==> config.mk <==
export PLATFORM = sky130hd
export DESIGN_NAME = tbsp_top
export DESIGN_NICKNAME = d
export VERILOG_FILES = /design/src/tbsp_pkg.sv /design/src/tbsp_fill_track.sv /design/src/tbsp_pair_buf.sv /design/src/tbsp_top.sv
export SDC_FILE = /design/constraint.sdc
export NUM_CORES = 1
export LEC_CHECK = 0
export ABC_AREA = 1
export BUFFER_PORTS_ARGS = -buffer_cell sky130_fd_sc_hd__clkbuf_2
export CORE_ASPECT_RATIO = 1.2
export CORE_MARGIN = 1
export CORE_UTILIZATION = 59
export DETAILED_ROUTE_END_ITERATION = 8
export PLACE_DENSITY = 0.79
export SETUP_SLACK_MARGIN = 0.05
export SYNTH_ARGS = -nofsm -noshare
export SYNTH_HDL_FRONTEND = slang
export SYNTH_HIERARCHICAL = 1
export SYNTH_SLANG_ARGS = --single-unit
==> constraint.sdc <==
create_clock -name i_ref_clk -period 3 [get_ports i_ref_clk]
set_input_delay 0.3 -clock i_ref_clk [delete_from_list [all_inputs] [get_ports i_ref_clk]]
set_output_delay 0.3 -clock i_ref_clk [all_outputs]
set_load 0.05 [all_outputs]
==> src/tbsp_pkg.sv <==
/*
  Shared constants and types of the trace buffer SRAM port.
  Assumes one clock domain; every user of these names imports the package.
*/
package tbsp_pkg;

  // ==========================================================
  // build-time defaults
  localparam int unsigned TBSP_TRACE_W_DEF = 32;
  localparam longint unsigned TBSP_MEM_BYTES_DEF = 64'd512;
  localparam longint unsigned TBSP_MEM_BYTES_MIN = 64'd512;
  localparam longint unsigned TBSP_MEM_BYTES_MAX = 64'h1_0000_0000;
  localparam int unsigned TBSP_MARGIN_W = 32;
  localparam int unsigned TBSP_BUF_ENTRIES = 2;

  // ==========================================================
  // memory slot phases, write slot first after reset
  localparam logic TBSP_WRITE_SLOT = 1'b0;
  localparam logic TBSP_READ_SLOT = 1'b1;

  // ==========================================================
  // modes and states
  typedef enum logic {
    TBSP_CIRCULAR = 1'b0,
    TBSP_HW_FIFO = 1'b1
  } tbsp_mode_type;

  typedef enum logic [1:0] {
    TBSP_IDLE = 2'b00,
    TBSP_RUNNING = 2'b01,
    TBSP_STOPPING = 2'b10,
    TBSP_STOPPED = 2'b11
  } tbsp_state_type;

  // ==========================================================
  // configuration carried from the register side
  typedef struct packed {
    logic capture_en;
    tbsp_mode_type mode;
    logic stop_on_trig;
    logic integ_mode;
    logic integ_full;
    logic integ_done;
    logic [TBSP_MARGIN_W-1:0] full_margin;
  } tbsp_cfg_type;

  localparam tbsp_cfg_type TBSP_CFG_RESET = '{
    capture_en: 1'b0,
    mode: TBSP_CIRCULAR,
    stop_on_trig: 1'b0,
    integ_mode: 1'b0,
    integ_full: 1'b0,
    integ_done: 1'b0,
    full_margin: 32'h0000_0000
  };

endpackage : tbsp_pkg

==> src/tbsp_fill_track.sv <==
/*
  Write and read pointers and fill level of the circular store.
  Assumes writes and reads never fall in the same cycle.
*/
`timescale 1ns/1ps

module tbsp_fill_track #(
  parameter int unsigned ADDR_W = 6
) (
  input wire logic i_ref_clk,          // core clock
  input wire logic i_rst_n,            // async reset, active low
  input wire logic i_clear,            // empty the store
  input wire logic i_wr,               // one word written at o_wptr
  input wire logic i_rd,               // one word read at o_rptr
  input wire logic i_overwrite,        // a write into a full store drops the oldest
  output logic [ADDR_W-1:0] o_wptr,    // next write address
  output logic [ADDR_W-1:0] o_rptr,    // next read address
  output logic [ADDR_W:0] o_count      // words stored
);
  import tbsp_pkg::*;

  localparam logic [ADDR_W:0] DEPTH = (ADDR_W+1)'(1) << ADDR_W;

  logic [ADDR_W-1:0] next_wptr;
  logic [ADDR_W-1:0] next_rptr;
  logic [ADDR_W:0] next_count;

  always_comb
  begin
    next_wptr = o_wptr;
    next_rptr = o_rptr;
    next_count = o_count;
    if (i_clear)
    begin
      next_wptr = '0;
      next_rptr = '0;
      next_count = '0;
    end
    else if (i_wr)
    begin
      next_wptr = o_wptr + ADDR_W'(1);
      // a full circular store keeps its level and loses its oldest word
      if (o_count == DEPTH && i_overwrite)
      begin
        next_rptr = o_rptr + ADDR_W'(1);
      end
      else
      begin
        next_count = o_count + (ADDR_W+1)'(1);
      end
    end
    else if (i_rd)
    begin
      next_rptr = o_rptr + ADDR_W'(1);
      next_count = o_count - (ADDR_W+1)'(1);
    end
  end

  always_ff @(posedge i_ref_clk or negedge i_rst_n)
  begin
    if (!i_rst_n)
    begin
      o_wptr <= '0;
      o_rptr <= '0;
      o_count <= '0;
    end
    else
    begin
      o_wptr <= next_wptr;
      o_rptr <= next_rptr;
      o_count <= next_count;
    end
  end

endmodule : tbsp_fill_track

==> src/tbsp_pair_buf.sv <==
/*
  Two-entry buffer with valid and ready on both sides.
  Assumes the consumer pops only while o_out_valid is high.
*/
`timescale 1ns/1ps

module tbsp_pair_buf #(
  parameter int unsigned WIDTH = 32
) (
  input wire logic i_ref_clk,              // core clock
  input wire logic i_rst_n,                // async reset, active low
  input wire logic i_in_valid,             // producer offers a word
  input wire logic [WIDTH-1:0] i_in_data,  // offered word
  output logic o_in_ready,                 // space for one word, registered
  output logic o_out_valid,                // a word is held
  output logic [WIDTH-1:0] o_out_data,     // oldest held word
  input wire logic i_out_ready,            // consumer takes the oldest word
  output logic [1:0] o_count               // words held, registered
);
  import tbsp_pkg::*;

  logic [WIDTH-1:0] store [TBSP_BUF_ENTRIES];
  logic [WIDTH-1:0] next_store [TBSP_BUF_ENTRIES];
  logic wr_idx;
  logic rd_idx;
  logic next_wr_idx;
  logic next_rd_idx;
  logic [1:0] next_count;
  logic next_in_ready;
  logic push;
  logic pop;

  assign o_out_valid = (o_count != 2'h0);
  assign o_out_data = store[rd_idx];

  always_comb
  begin
    push = i_in_valid && o_in_ready;
    pop = i_out_ready && o_out_valid;
    next_store = store;
    next_wr_idx = wr_idx;
    next_rd_idx = rd_idx;
    next_count = o_count;
    if (push)
    begin
      next_store[wr_idx] = i_in_data;
      next_wr_idx = ~wr_idx;
    end
    if (pop)
    begin
      next_rd_idx = ~rd_idx;
    end
    if (push && !pop)
    begin
      next_count = o_count + 2'h1;
    end
    else if (pop && !push)
    begin
      next_count = o_count - 2'h1;
    end
    next_in_ready = (next_count != 2'h2);
  end

  always_ff @(posedge i_ref_clk or negedge i_rst_n)
  begin
    if (!i_rst_n)
    begin
      store <= '{default: '0};
      wr_idx <= 1'b0;
      rd_idx <= 1'b0;
      o_count <= 2'h0;
      o_in_ready <= 1'b1;
    end
    else
    begin
      store <= next_store;
      wr_idx <= next_wr_idx;
      rd_idx <= next_rd_idx;
      o_count <= next_count;
      o_in_ready <= next_in_ready;
    end
  end

endmodule : tbsp_pair_buf

==> src/tbsp_top.sv <==
/*
  Trace buffer SRAM port: packs trace words into double-width memory
  words, stores them in an external single-ported SRAM and drains them.
  Assumes a synchronous SRAM with one cycle read latency and no turnaround,
  and a register block on the same clock that drives i_cfg.
*/
// Overview of operation
// storage lives in an external single-ported SRAM reached through the memory port
// the SRAM returns read data in the cycle after the address
// the SRAM allows a write and a read in back-to-back cycles
// memory word is twice the trace width
// mem_select_n is low in every cycle with a memory access
// mem_write_n low for writes, high for reads while selected
// write data is presented with its address and write strobe
// writes and reads alternate; read data is caught during the next write slot
// every memory port output comes straight from a flip-flop
// trace width is a build parameter of 32, 64 or 128 bits
// capacity is a power of two from 512 bytes to 4 gigabytes
// a drain output port of trace width reads the store out
// everything runs on the one clock input
// one active-low reset clears the whole block
// configuration is taken only on apb_clock_enable cycles
// full output rises at full or within the programmed margin
// capture_done_out rises once capture has stopped
// trigger_in reports a trigger condition from the cross-trigger logic
// flush_request_in asks for held trace to be flushed
// core logic idles unless in use; the configuration side always runs
// outside integration mode, full output mirrors the full status flag
// outside integration mode, capture_done_out mirrors formatter_drained_flag
// address width is log2 of capacity over memory word bytes
`timescale 1ns/1ps

module tbsp_top #(
  parameter int unsigned trace_width_param = tbsp_pkg::TBSP_TRACE_W_DEF,
  parameter longint unsigned MEM_BYTES = tbsp_pkg::TBSP_MEM_BYTES_DEF,
  parameter int unsigned ADDR_W = $clog2(MEM_BYTES / (trace_width_param / 4))
) (
  input wire logic i_ref_clk,                            // single core clock
  input wire logic i_rst_n,                              // async reset, active low
  input wire logic i_apb_clock_enable,                   // register side cycle enable
  input wire tbsp_pkg::tbsp_cfg_type i_cfg,              // configuration from registers
  input wire logic i_trigger_in,                         // trigger condition seen
  input wire logic i_flush_request_in,                   // flush request
  input wire logic i_atb_valid,                          // trace word offered
  input wire logic [trace_width_param-1:0] i_atb_data,   // trace word
  output logic o_atb_ready,                              // trace word accepted
  output logic o_drain_valid,                            // drained word valid
  output logic [trace_width_param-1:0] o_drain_data,     // drained word
  input wire logic i_drain_ready,                        // drain sink takes word
  output logic o_mem_select_n,                           // memory select, active low
  output logic o_mem_write_n,                            // memory write, active low
  output logic [ADDR_W-1:0] o_mem_addr_bus,              // memory word address
  output logic [2*trace_width_param-1:0] o_mem_write_word, // memory write data
  input wire logic [2*trace_width_param-1:0] i_mem_read_word, // memory read data
  output logic o_full,                                   // full indication
  output logic o_capture_done_out,                       // capture complete
  output logic o_formatter_drained_flag,                 // status: pipeline empty
  output logic o_full_flag,                              // status: full
  output logic [ADDR_W:0] o_fill_level,                  // status: words stored
  output logic o_core_clock_on                           // core logic active
);
  import tbsp_pkg::*;

  localparam int unsigned TW = trace_width_param;
  localparam int unsigned MW = 2 * TW;
  localparam longint unsigned DEPTH = MEM_BYTES / (TW / 4);

  // ==========================================================
  // build checks
  if (!(TW == 32 || TW == 64 || TW == 128))
  begin : g_bad_width
    $error("trace width must be 32, 64 or 128");
  end
  if (MEM_BYTES < TBSP_MEM_BYTES_MIN || MEM_BYTES > TBSP_MEM_BYTES_MAX
      || (MEM_BYTES & (MEM_BYTES - 64'd1)) != 64'd0)
  begin : g_bad_size
    $error("capacity must be a power of two, 512 bytes to 4 GB");
  end
  if (longint'(64'd1 << ADDR_W) != DEPTH)
  begin : g_bad_addr
    $error("address width does not match capacity");
  end

  // ==========================================================
  // configuration side, always clocked
  tbsp_cfg_type cfg;
  tbsp_cfg_type next_cfg;

  always_comb
  begin
    next_cfg = cfg;
    if (i_apb_clock_enable)
    begin
      next_cfg = i_cfg;
    end
  end

  always_ff @(posedge i_ref_clk or negedge i_rst_n)
  begin
    if (!i_rst_n)
    begin
      cfg <= TBSP_CFG_RESET;
    end
    else
    begin
      cfg <= next_cfg;
    end
  end

  // ==========================================================
  // buffers and pointer tracking
  logic in_valid;
  logic [TW-1:0] in_data;
  logic take;
  logic ob_valid;
  logic [MW-1:0] ob_data;
  logic ob_pop;
  logic [1:0] ob_count;
  logic rd_inflight;
  // high in the cycle in which the memory shows the word read two edges back
  logic rd_capture;
  logic next_rd_capture;
  logic wr_issue;
  logic rd_issue;
  logic clear_ptrs;
  logic [ADDR_W-1:0] wptr;
  logic [ADDR_W-1:0] rptr;

  tbsp_pair_buf #(.WIDTH(TW)) u_in_buf (
    .i_ref_clk(i_ref_clk),
    .i_rst_n(i_rst_n),
    .i_in_valid(i_atb_valid),
    .i_in_data(i_atb_data),
    .o_in_ready(o_atb_ready),
    .o_out_valid(in_valid),
    .o_out_data(in_data),
    .i_out_ready(take),
    .o_count()
  );

  // space is reserved before a read issues, so this buffer never refuses
  tbsp_pair_buf #(.WIDTH(MW)) u_out_buf (
    .i_ref_clk(i_ref_clk),
    .i_rst_n(i_rst_n),
    .i_in_valid(rd_capture),
    .i_in_data(i_mem_read_word),
    .o_in_ready(),
    .o_out_valid(ob_valid),
    .o_out_data(ob_data),
    .i_out_ready(ob_pop),
    .o_count(ob_count)
  );

  tbsp_fill_track #(.ADDR_W(ADDR_W)) u_fill (
    .i_ref_clk(i_ref_clk),
    .i_rst_n(i_rst_n),
    .i_clear(clear_ptrs),
    .i_wr(wr_issue),
    .i_rd(rd_issue),
    .i_overwrite(cfg.mode == TBSP_CIRCULAR),
    .o_wptr(wptr),
    .o_rptr(rptr),
    .o_count(o_fill_level)
  );

  // ==========================================================
  // capture control, packing and memory sequencing
  tbsp_state_type state;
  tbsp_state_type next_state;
  logic phase;
  logic next_phase;
  logic low_valid;
  logic next_low_valid;
  logic [TW-1:0] low_word;
  logic [TW-1:0] next_low_word;
  logic pend_valid;
  logic next_pend_valid;
  logic [MW-1:0] pend_word;
  logic [MW-1:0] next_pend_word;
  logic flush_pend;
  logic next_flush_pend;
  logic next_core_on;
  logic next_sel_n;
  logic next_write_n;
  logic [ADDR_W-1:0] next_addr;
  logic [MW-1:0] next_wdata;
  logic next_rd_inflight;
  logic store_full;
  logic drain_ok;
  logic pend_free;
  logic flush_pad;
  logic [32:0] lvl_sum;
  logic next_full_flag;
  logic next_drained;

  always_comb
  begin
    next_state = state;
    clear_ptrs = 1'b0;
    case (state)
      TBSP_IDLE:
      begin
        if (cfg.capture_en)
        begin
          next_state = TBSP_RUNNING;
          clear_ptrs = 1'b1;
        end
      end
      TBSP_RUNNING:
      begin
        if (!cfg.capture_en || (i_trigger_in && cfg.stop_on_trig))
        begin
          next_state = TBSP_STOPPING;
        end
      end
      TBSP_STOPPING:
      begin
        if (!low_valid && !pend_valid)
        begin
          next_state = TBSP_STOPPED;
        end
      end
      TBSP_STOPPED:
      begin
        if (!cfg.capture_en)
        begin
          next_state = TBSP_IDLE;
        end
      end
      default:
      begin
        next_state = TBSP_IDLE;
      end
    endcase
  end

  always_comb
  begin
    store_full = (o_fill_level == (ADDR_W+1)'(DEPTH));
    // a hardware FIFO drains while live, a circular store only once stopped
    drain_ok = (cfg.mode == TBSP_HW_FIFO) ? (state != TBSP_IDLE) : (state == TBSP_STOPPED);
    wr_issue = o_core_clock_on && phase == TBSP_WRITE_SLOT && pend_valid
               && !(cfg.mode == TBSP_HW_FIFO && store_full);
    rd_issue = o_core_clock_on && phase == TBSP_READ_SLOT && drain_ok
               && o_fill_level != '0
               && (ob_count == 2'h0
                   || (ob_count == 2'h1 && !rd_inflight && !rd_capture));
    pend_free = !pend_valid || wr_issue;
    take = o_core_clock_on && state == TBSP_RUNNING && in_valid
           && (!low_valid || pend_free);
    flush_pad = low_valid && !take && pend_free
                && (flush_pend || state == TBSP_STOPPING);
    next_low_valid = low_valid;
    next_low_word = low_word;
    next_pend_valid = pend_valid && !wr_issue;
    next_pend_word = pend_word;
    if (take && !low_valid)
    begin
      next_low_valid = 1'b1;
      next_low_word = in_data;
    end
    else if (take)
    begin
      // first word of a pair goes in the low half
      next_pend_word = {in_data, low_word};
      next_pend_valid = 1'b1;
      next_low_valid = 1'b0;
    end
    else if (flush_pad)
    begin
      next_pend_word = {{TW{1'b0}}, low_word};
      next_pend_valid = 1'b1;
      next_low_valid = 1'b0;
    end
    // a request arriving while the last one completes is kept
    next_flush_pend = (flush_pend && low_valid && !flush_pad)
                      || (i_flush_request_in && state == TBSP_RUNNING);
    next_phase = o_core_clock_on ? ~phase : TBSP_WRITE_SLOT;
    next_sel_n = !(wr_issue || rd_issue);
    next_write_n = !wr_issue;
    next_addr = o_mem_addr_bus;
    next_wdata = o_mem_write_word;
    if (wr_issue)
    begin
      next_addr = wptr;
      next_wdata = pend_word;
    end
    else if (rd_issue)
    begin
      next_addr = rptr;
    end
    next_rd_inflight = rd_issue;
    // the word stands on the read bus only in the cycle after its address
    next_rd_capture = rd_inflight;
    next_core_on = cfg.capture_en || state != TBSP_IDLE || o_fill_level != '0
                   || ob_valid || rd_inflight || rd_capture || o_drain_valid;
    lvl_sum = 33'(o_fill_level) + 33'(cfg.full_margin);
    next_full_flag = (lvl_sum >= 33'(DEPTH));
    next_drained = state == TBSP_STOPPED && !low_valid && !pend_valid;
  end

  always_ff @(posedge i_ref_clk or negedge i_rst_n)
  begin
    if (!i_rst_n)
    begin
      state <= TBSP_IDLE;
      phase <= TBSP_WRITE_SLOT;
      low_valid <= 1'b0;
      low_word <= '0;
      pend_valid <= 1'b0;
      pend_word <= '0;
      flush_pend <= 1'b0;
      o_core_clock_on <= 1'b0;
      o_mem_select_n <= 1'b1;
      o_mem_write_n <= 1'b1;
      o_mem_addr_bus <= '0;
      o_mem_write_word <= '0;
      rd_inflight <= 1'b0;
      rd_capture <= 1'b0;
      o_full_flag <= 1'b0;
      o_formatter_drained_flag <= 1'b0;
    end
    else
    begin
      state <= next_state;
      phase <= next_phase;
      low_valid <= next_low_valid;
      low_word <= next_low_word;
      pend_valid <= next_pend_valid;
      pend_word <= next_pend_word;
      flush_pend <= next_flush_pend;
      o_core_clock_on <= next_core_on;
      o_mem_select_n <= next_sel_n;
      o_mem_write_n <= next_write_n;
      o_mem_addr_bus <= next_addr;
      o_mem_write_word <= next_wdata;
      rd_inflight <= next_rd_inflight;
      rd_capture <= next_rd_capture;
      o_full_flag <= next_full_flag;
      o_formatter_drained_flag <= next_drained;
    end
  end

  // ==========================================================
  // drain output and event outputs
  logic half;
  logic next_half;
  logic next_drain_valid;
  logic [TW-1:0] next_drain_data;
  logic next_full;
  logic next_done;

  always_comb
  begin
    next_half = half;
    next_drain_valid = o_drain_valid && !i_drain_ready;
    next_drain_data = o_drain_data;
    ob_pop = 1'b0;
    if ((!o_drain_valid || i_drain_ready) && ob_valid)
    begin
      next_drain_valid = 1'b1;
      next_drain_data = half ? ob_data[MW-1:TW] : ob_data[TW-1:0];
      next_half = ~half;
      ob_pop = half;
    end
    next_full = cfg.integ_mode ? cfg.integ_full : o_full_flag;
    next_done = cfg.integ_mode ? cfg.integ_done : o_formatter_drained_flag;
  end

  always_ff @(posedge i_ref_clk or negedge i_rst_n)
  begin
    if (!i_rst_n)
    begin
      half <= 1'b0;
      o_drain_valid <= 1'b0;
      o_drain_data <= '0;
      o_full <= 1'b0;
      o_capture_done_out <= 1'b0;
    end
    else
    begin
      half <= next_half;
      o_drain_valid <= next_drain_valid;
      o_drain_data <= next_drain_data;
      o_full <= next_full;
      o_capture_done_out <= next_done;
    end
  end
endmodule : tbsp_top

==> flow_metrics.env <==
export IMPL_status="complete, no violations"
export IMPL_synth_distinct_cells=43
export IMPL_htreeDepth=2
export IMPL_grt_util_all_layers_pct=30.0
export IMPL_clock_fmax_mhz=399
export IMPL_drc_errors=0
export IMPL_rsz0062_at_grt="false"
export IMPL_min_period_ns=2.51
export IMPL_p_per_area_mw_per_mm2=1070
export IMPL_synth_top_family_by_area="simple AND/OR/NAND/NOR gates"
export IMPL_whs_ns=0.287
export IMPL_dieArea_mm2=0.0374
export IMPL_cap_violations=0
export IMPL_muxShareOfSynthArea_pct=0.417
export IMPL_cts_tree="built"
export IMPL_synth_xor_area_share_pct=0.486
export IMPL_wl_per_cell_um=16.0
export IMPL_io_buffers=258
export IMPL_dp_hpwl_um=35400
export IMPL_insertion_delay_ns=0.59
export IMPL_slew_violations=0
export IMPL_critPathLaunchType="flop"
export IMPL_hold_viol=0
export IMPL_wl_met2_um=26300
export IMPL_nets=3115
export IMPL_hold_path_class="input pin to asynchronous set/reset pin"
export IMPL_grt_remaining_overflow=0
export IMPL_leakagePower_nw=13.9
export IMPL_ys_top_cells_by_area="dfrtp_1, nand2_1, o21ai_0, inv_1, o21ai_2"
export IMPL_clock_skew_final_ns=0.0191
export IMPL_crit_start="u_fill/o_count[0]"
export IMPL_r2r_start="u_fill/o_count[0]"
export IMPL_drt_met1_wl_um=23100
export IMPL_coreArea_mm2=0.0360
export IMPL_grt_max_degree=129
export IMPL_numCtsBuffers=48
export IMPL_start_util_pct=60.0
export IMPL_antenna_found_initial=3
export IMPL_cts_buffer_depth=3
export IMPL_synth_compound_area_share_pct=12.1
export IMPL_p_total_w=0.0279
export IMPL_syn_nets=2754
export IMPL_firstDrtPassIters=6
export IMPL_timing_slew_headroom_pct=21.0
export IMPL_yosys_area_top_type="dfrtp_1"
export IMPL_rows=76
export IMPL_post_cts_buffers=0
export IMPL_clock_tree_root_cell="clkbuf_16"
export IMPL_worstSetupEndpointType="flop"
export IMPL_synthCells=2591
export IMPL_tightest_slew_ns=1.19
export IMPL_critical_path_class="flop to flop"
export IMPL_synth_commonest_cells="nand2_1, dfrtp_1, inv_1"
export IMPL_cp_arrival_ns=2.96
export IMPL_avgViaCountPerCell=5.32
export IMPL_vias=18405
export IMPL_die_w_um=177
export IMPL_synth_warnings=6
export IMPL_drive_above_1_share_pct=16.7
export IMPL_postRouteAntennaNets=0
export IMPL_grt_pass1_wl_um=88900
export IMPL_fin_crit_sh_pct=83.6
export IMPL_yosysSeqAreaShare_pct=54.9
export IMPL_ios=259
export IMPL_routed_wl_um=55400
export IMPL_synthDominantCellAreaShare_pct=54.4
export IMPL_die_h_um=212
export IMPL_drt_iter0_markers=1593
export IMPL_cts_resized=0
export IMPL_top_layer_used="met4"
export IMPL_synth_seq_cells=474
export IMPL_cp_required_ns=3.45
export IMPL_areaGrowthSynthToFinish_pct=20.5
export IMPL_yosysMostFrequentCell="nand2_1"
export IMPL_post_route_util_pct=72.3
export IMPL_fin_tns_setup_ns=0
export IMPL_finalSetupViolCount=0
export IMPL_synth_flop_cell="dfrtp_1"
export IMPL_synth_simple_area_share_pct=22.4
export IMPL_clkSlewWorstSetupHoldPaths_ns=0.06
export IMPL_synth_fa_ha_area_share_pct=1.34
export IMPL_peakVddDrop_uv=741
export IMPL_crit_fanout=51
export IMPL_syn_area_mm2=0.0216
export IMPL_grt_pass1_vias=17925
export IMPL_synth_edf_count=0
export IMPL_met3WireLength_um=3680
export IMPL_place_congestion=0.943
export IMPL_syn_avg_cell_area_um2=8.34
export IMPL_clock_sinks=474
export IMPL_async_flop_share_pct=100
[repair_timing]
| item | 4_1_cts | 5_1_grt |
|---|---|---|
| endpoints found under the setup margin | 0 | 0 |
| hold buffers | 138 | 0 |
| endpoints found under the hold margin | 258 | 0 |
[worst max-delay path: stages (launching register included)]
cell,delay [ns]
dfrtp_1,0.46
nor4_2,0.35
nand4_1,0.19
nand2_4,0.09
buf_4,0.37
nand2_2,0.13
nand2_1,0.10
nand2_1,0.11
nand2_1,0.10
buf_4,0.31
o21ai_0,0.15
[layer usage]
metal	GRT usage, %	vias up
met1	40.3	8758
met4	13.8	0
met5	0	-
met2	48.0	708
met3	5.08	161
li1	-	8778
[registers in the layout, summed over array words and instances, names as in the netlist, 2 cells and up]
name	count
state	2
o_drain_data	32
o_mem_write_word	64
u_fill/o_rptr	6
u_in_buf/o_count	2
pend_word	64
u_fill/o_wptr	6
u_fill/o_count	7
u_in_buf/store	64
low_word	32
u_out_buf/o_count	2
cfg	38
u_out_buf/store	128
o_mem_addr_bus	6
[per-stage QoR]
| step | cells | setup slack (ns) | instance area [um^2] |
|---|---|---|---|
| 3_5_place_dp | 3232 | 0.524 | 23200 |
| 3_3_place_gp | 3232 | 0.604 | 23200 |
| 5_1_grt | 3462 | 0.267 | 26100 |
| 4_1_cts | 3459 | 0.485 | 26000 |
| 2_1_floorplan | 2591 | 0.177 | 21600 |
| 6_report | 3462 | 0.491 | 26100 |
[path summary, 6_finish.rpt]
path                            slack (ns)  depth (start not counted)                    to
worst min register to register        0.43                          0            rd_capture
max in group asynchronous             1.77                          3  o_mem_write_word[41]
worst min-delay path                  0.29                          2               cfg[34]
min in group i_ref_clk                0.34                          3                cfg[7]
worst max register to register        0.49                         10         pend_word[37]
worst max-delay path                  0.49                         10         pend_word[37]
[area by class of cell]
cell class / count / area, um^2
Antenna cell: 3 / 7.51
Clock buffer: 82 / 1410
Clock inverter: 7 / 52.6
Fill cell: 2682 / 9990
Inverter: 305 / 1140
Multi-Input combinational cell: 1697 / 7970
Sequential cell: 474 / 11900
Tap cell: 468 / 586
Timing Repair Buffer: 426 / 3020
[where the power goes]
| part | internal (W) | total (W) | switching, W | leakage, nW |
|---|---|---|---|---|
| logic | 0.00349 | 0.0115 | 0.00800 | 7.26 |
| clock network | 0.00318 | 0.00562 | 0.00244 | 0.707 |
| registers | 0.00910 | 0.0107 | 0.00165 | 5.89 |
| total | 0.0158 | 0.0279 | 0.0121 | 13.9 |
[kinds of logic (layout without fill, tap and decap cells)]
kind of cell,count (synthesis),after routing
flops,474,474
buf+inv,420,820
simple gates,1228,1228
compound gates,427,427
fa+ha+maj,22,22
other cells,0,3
xor+xnor,12,12
mux,8,8
[placed cells by master (no fill, tap or decap), types with 32 or more instances in the layout]
| cell type | count |
|---|---|
| clkbuf_16 | 48 |
| o21ai_2 | 101 |
| nor2_1 | 66 |
| clkbuf_2 | 257 |
| o21ai_0 | 238 |
| o21ai_1 | 33 |
| dfrtp_1 | 469 |
| dlygate4sd3_1 | 138 |
| inv_1 | 300 |
| nand3_1 | 68 |
| o211ai_1 | 32 |
| nand2_1 | 1042 |
Note: power is estimated with default switching activity, not from simulation.
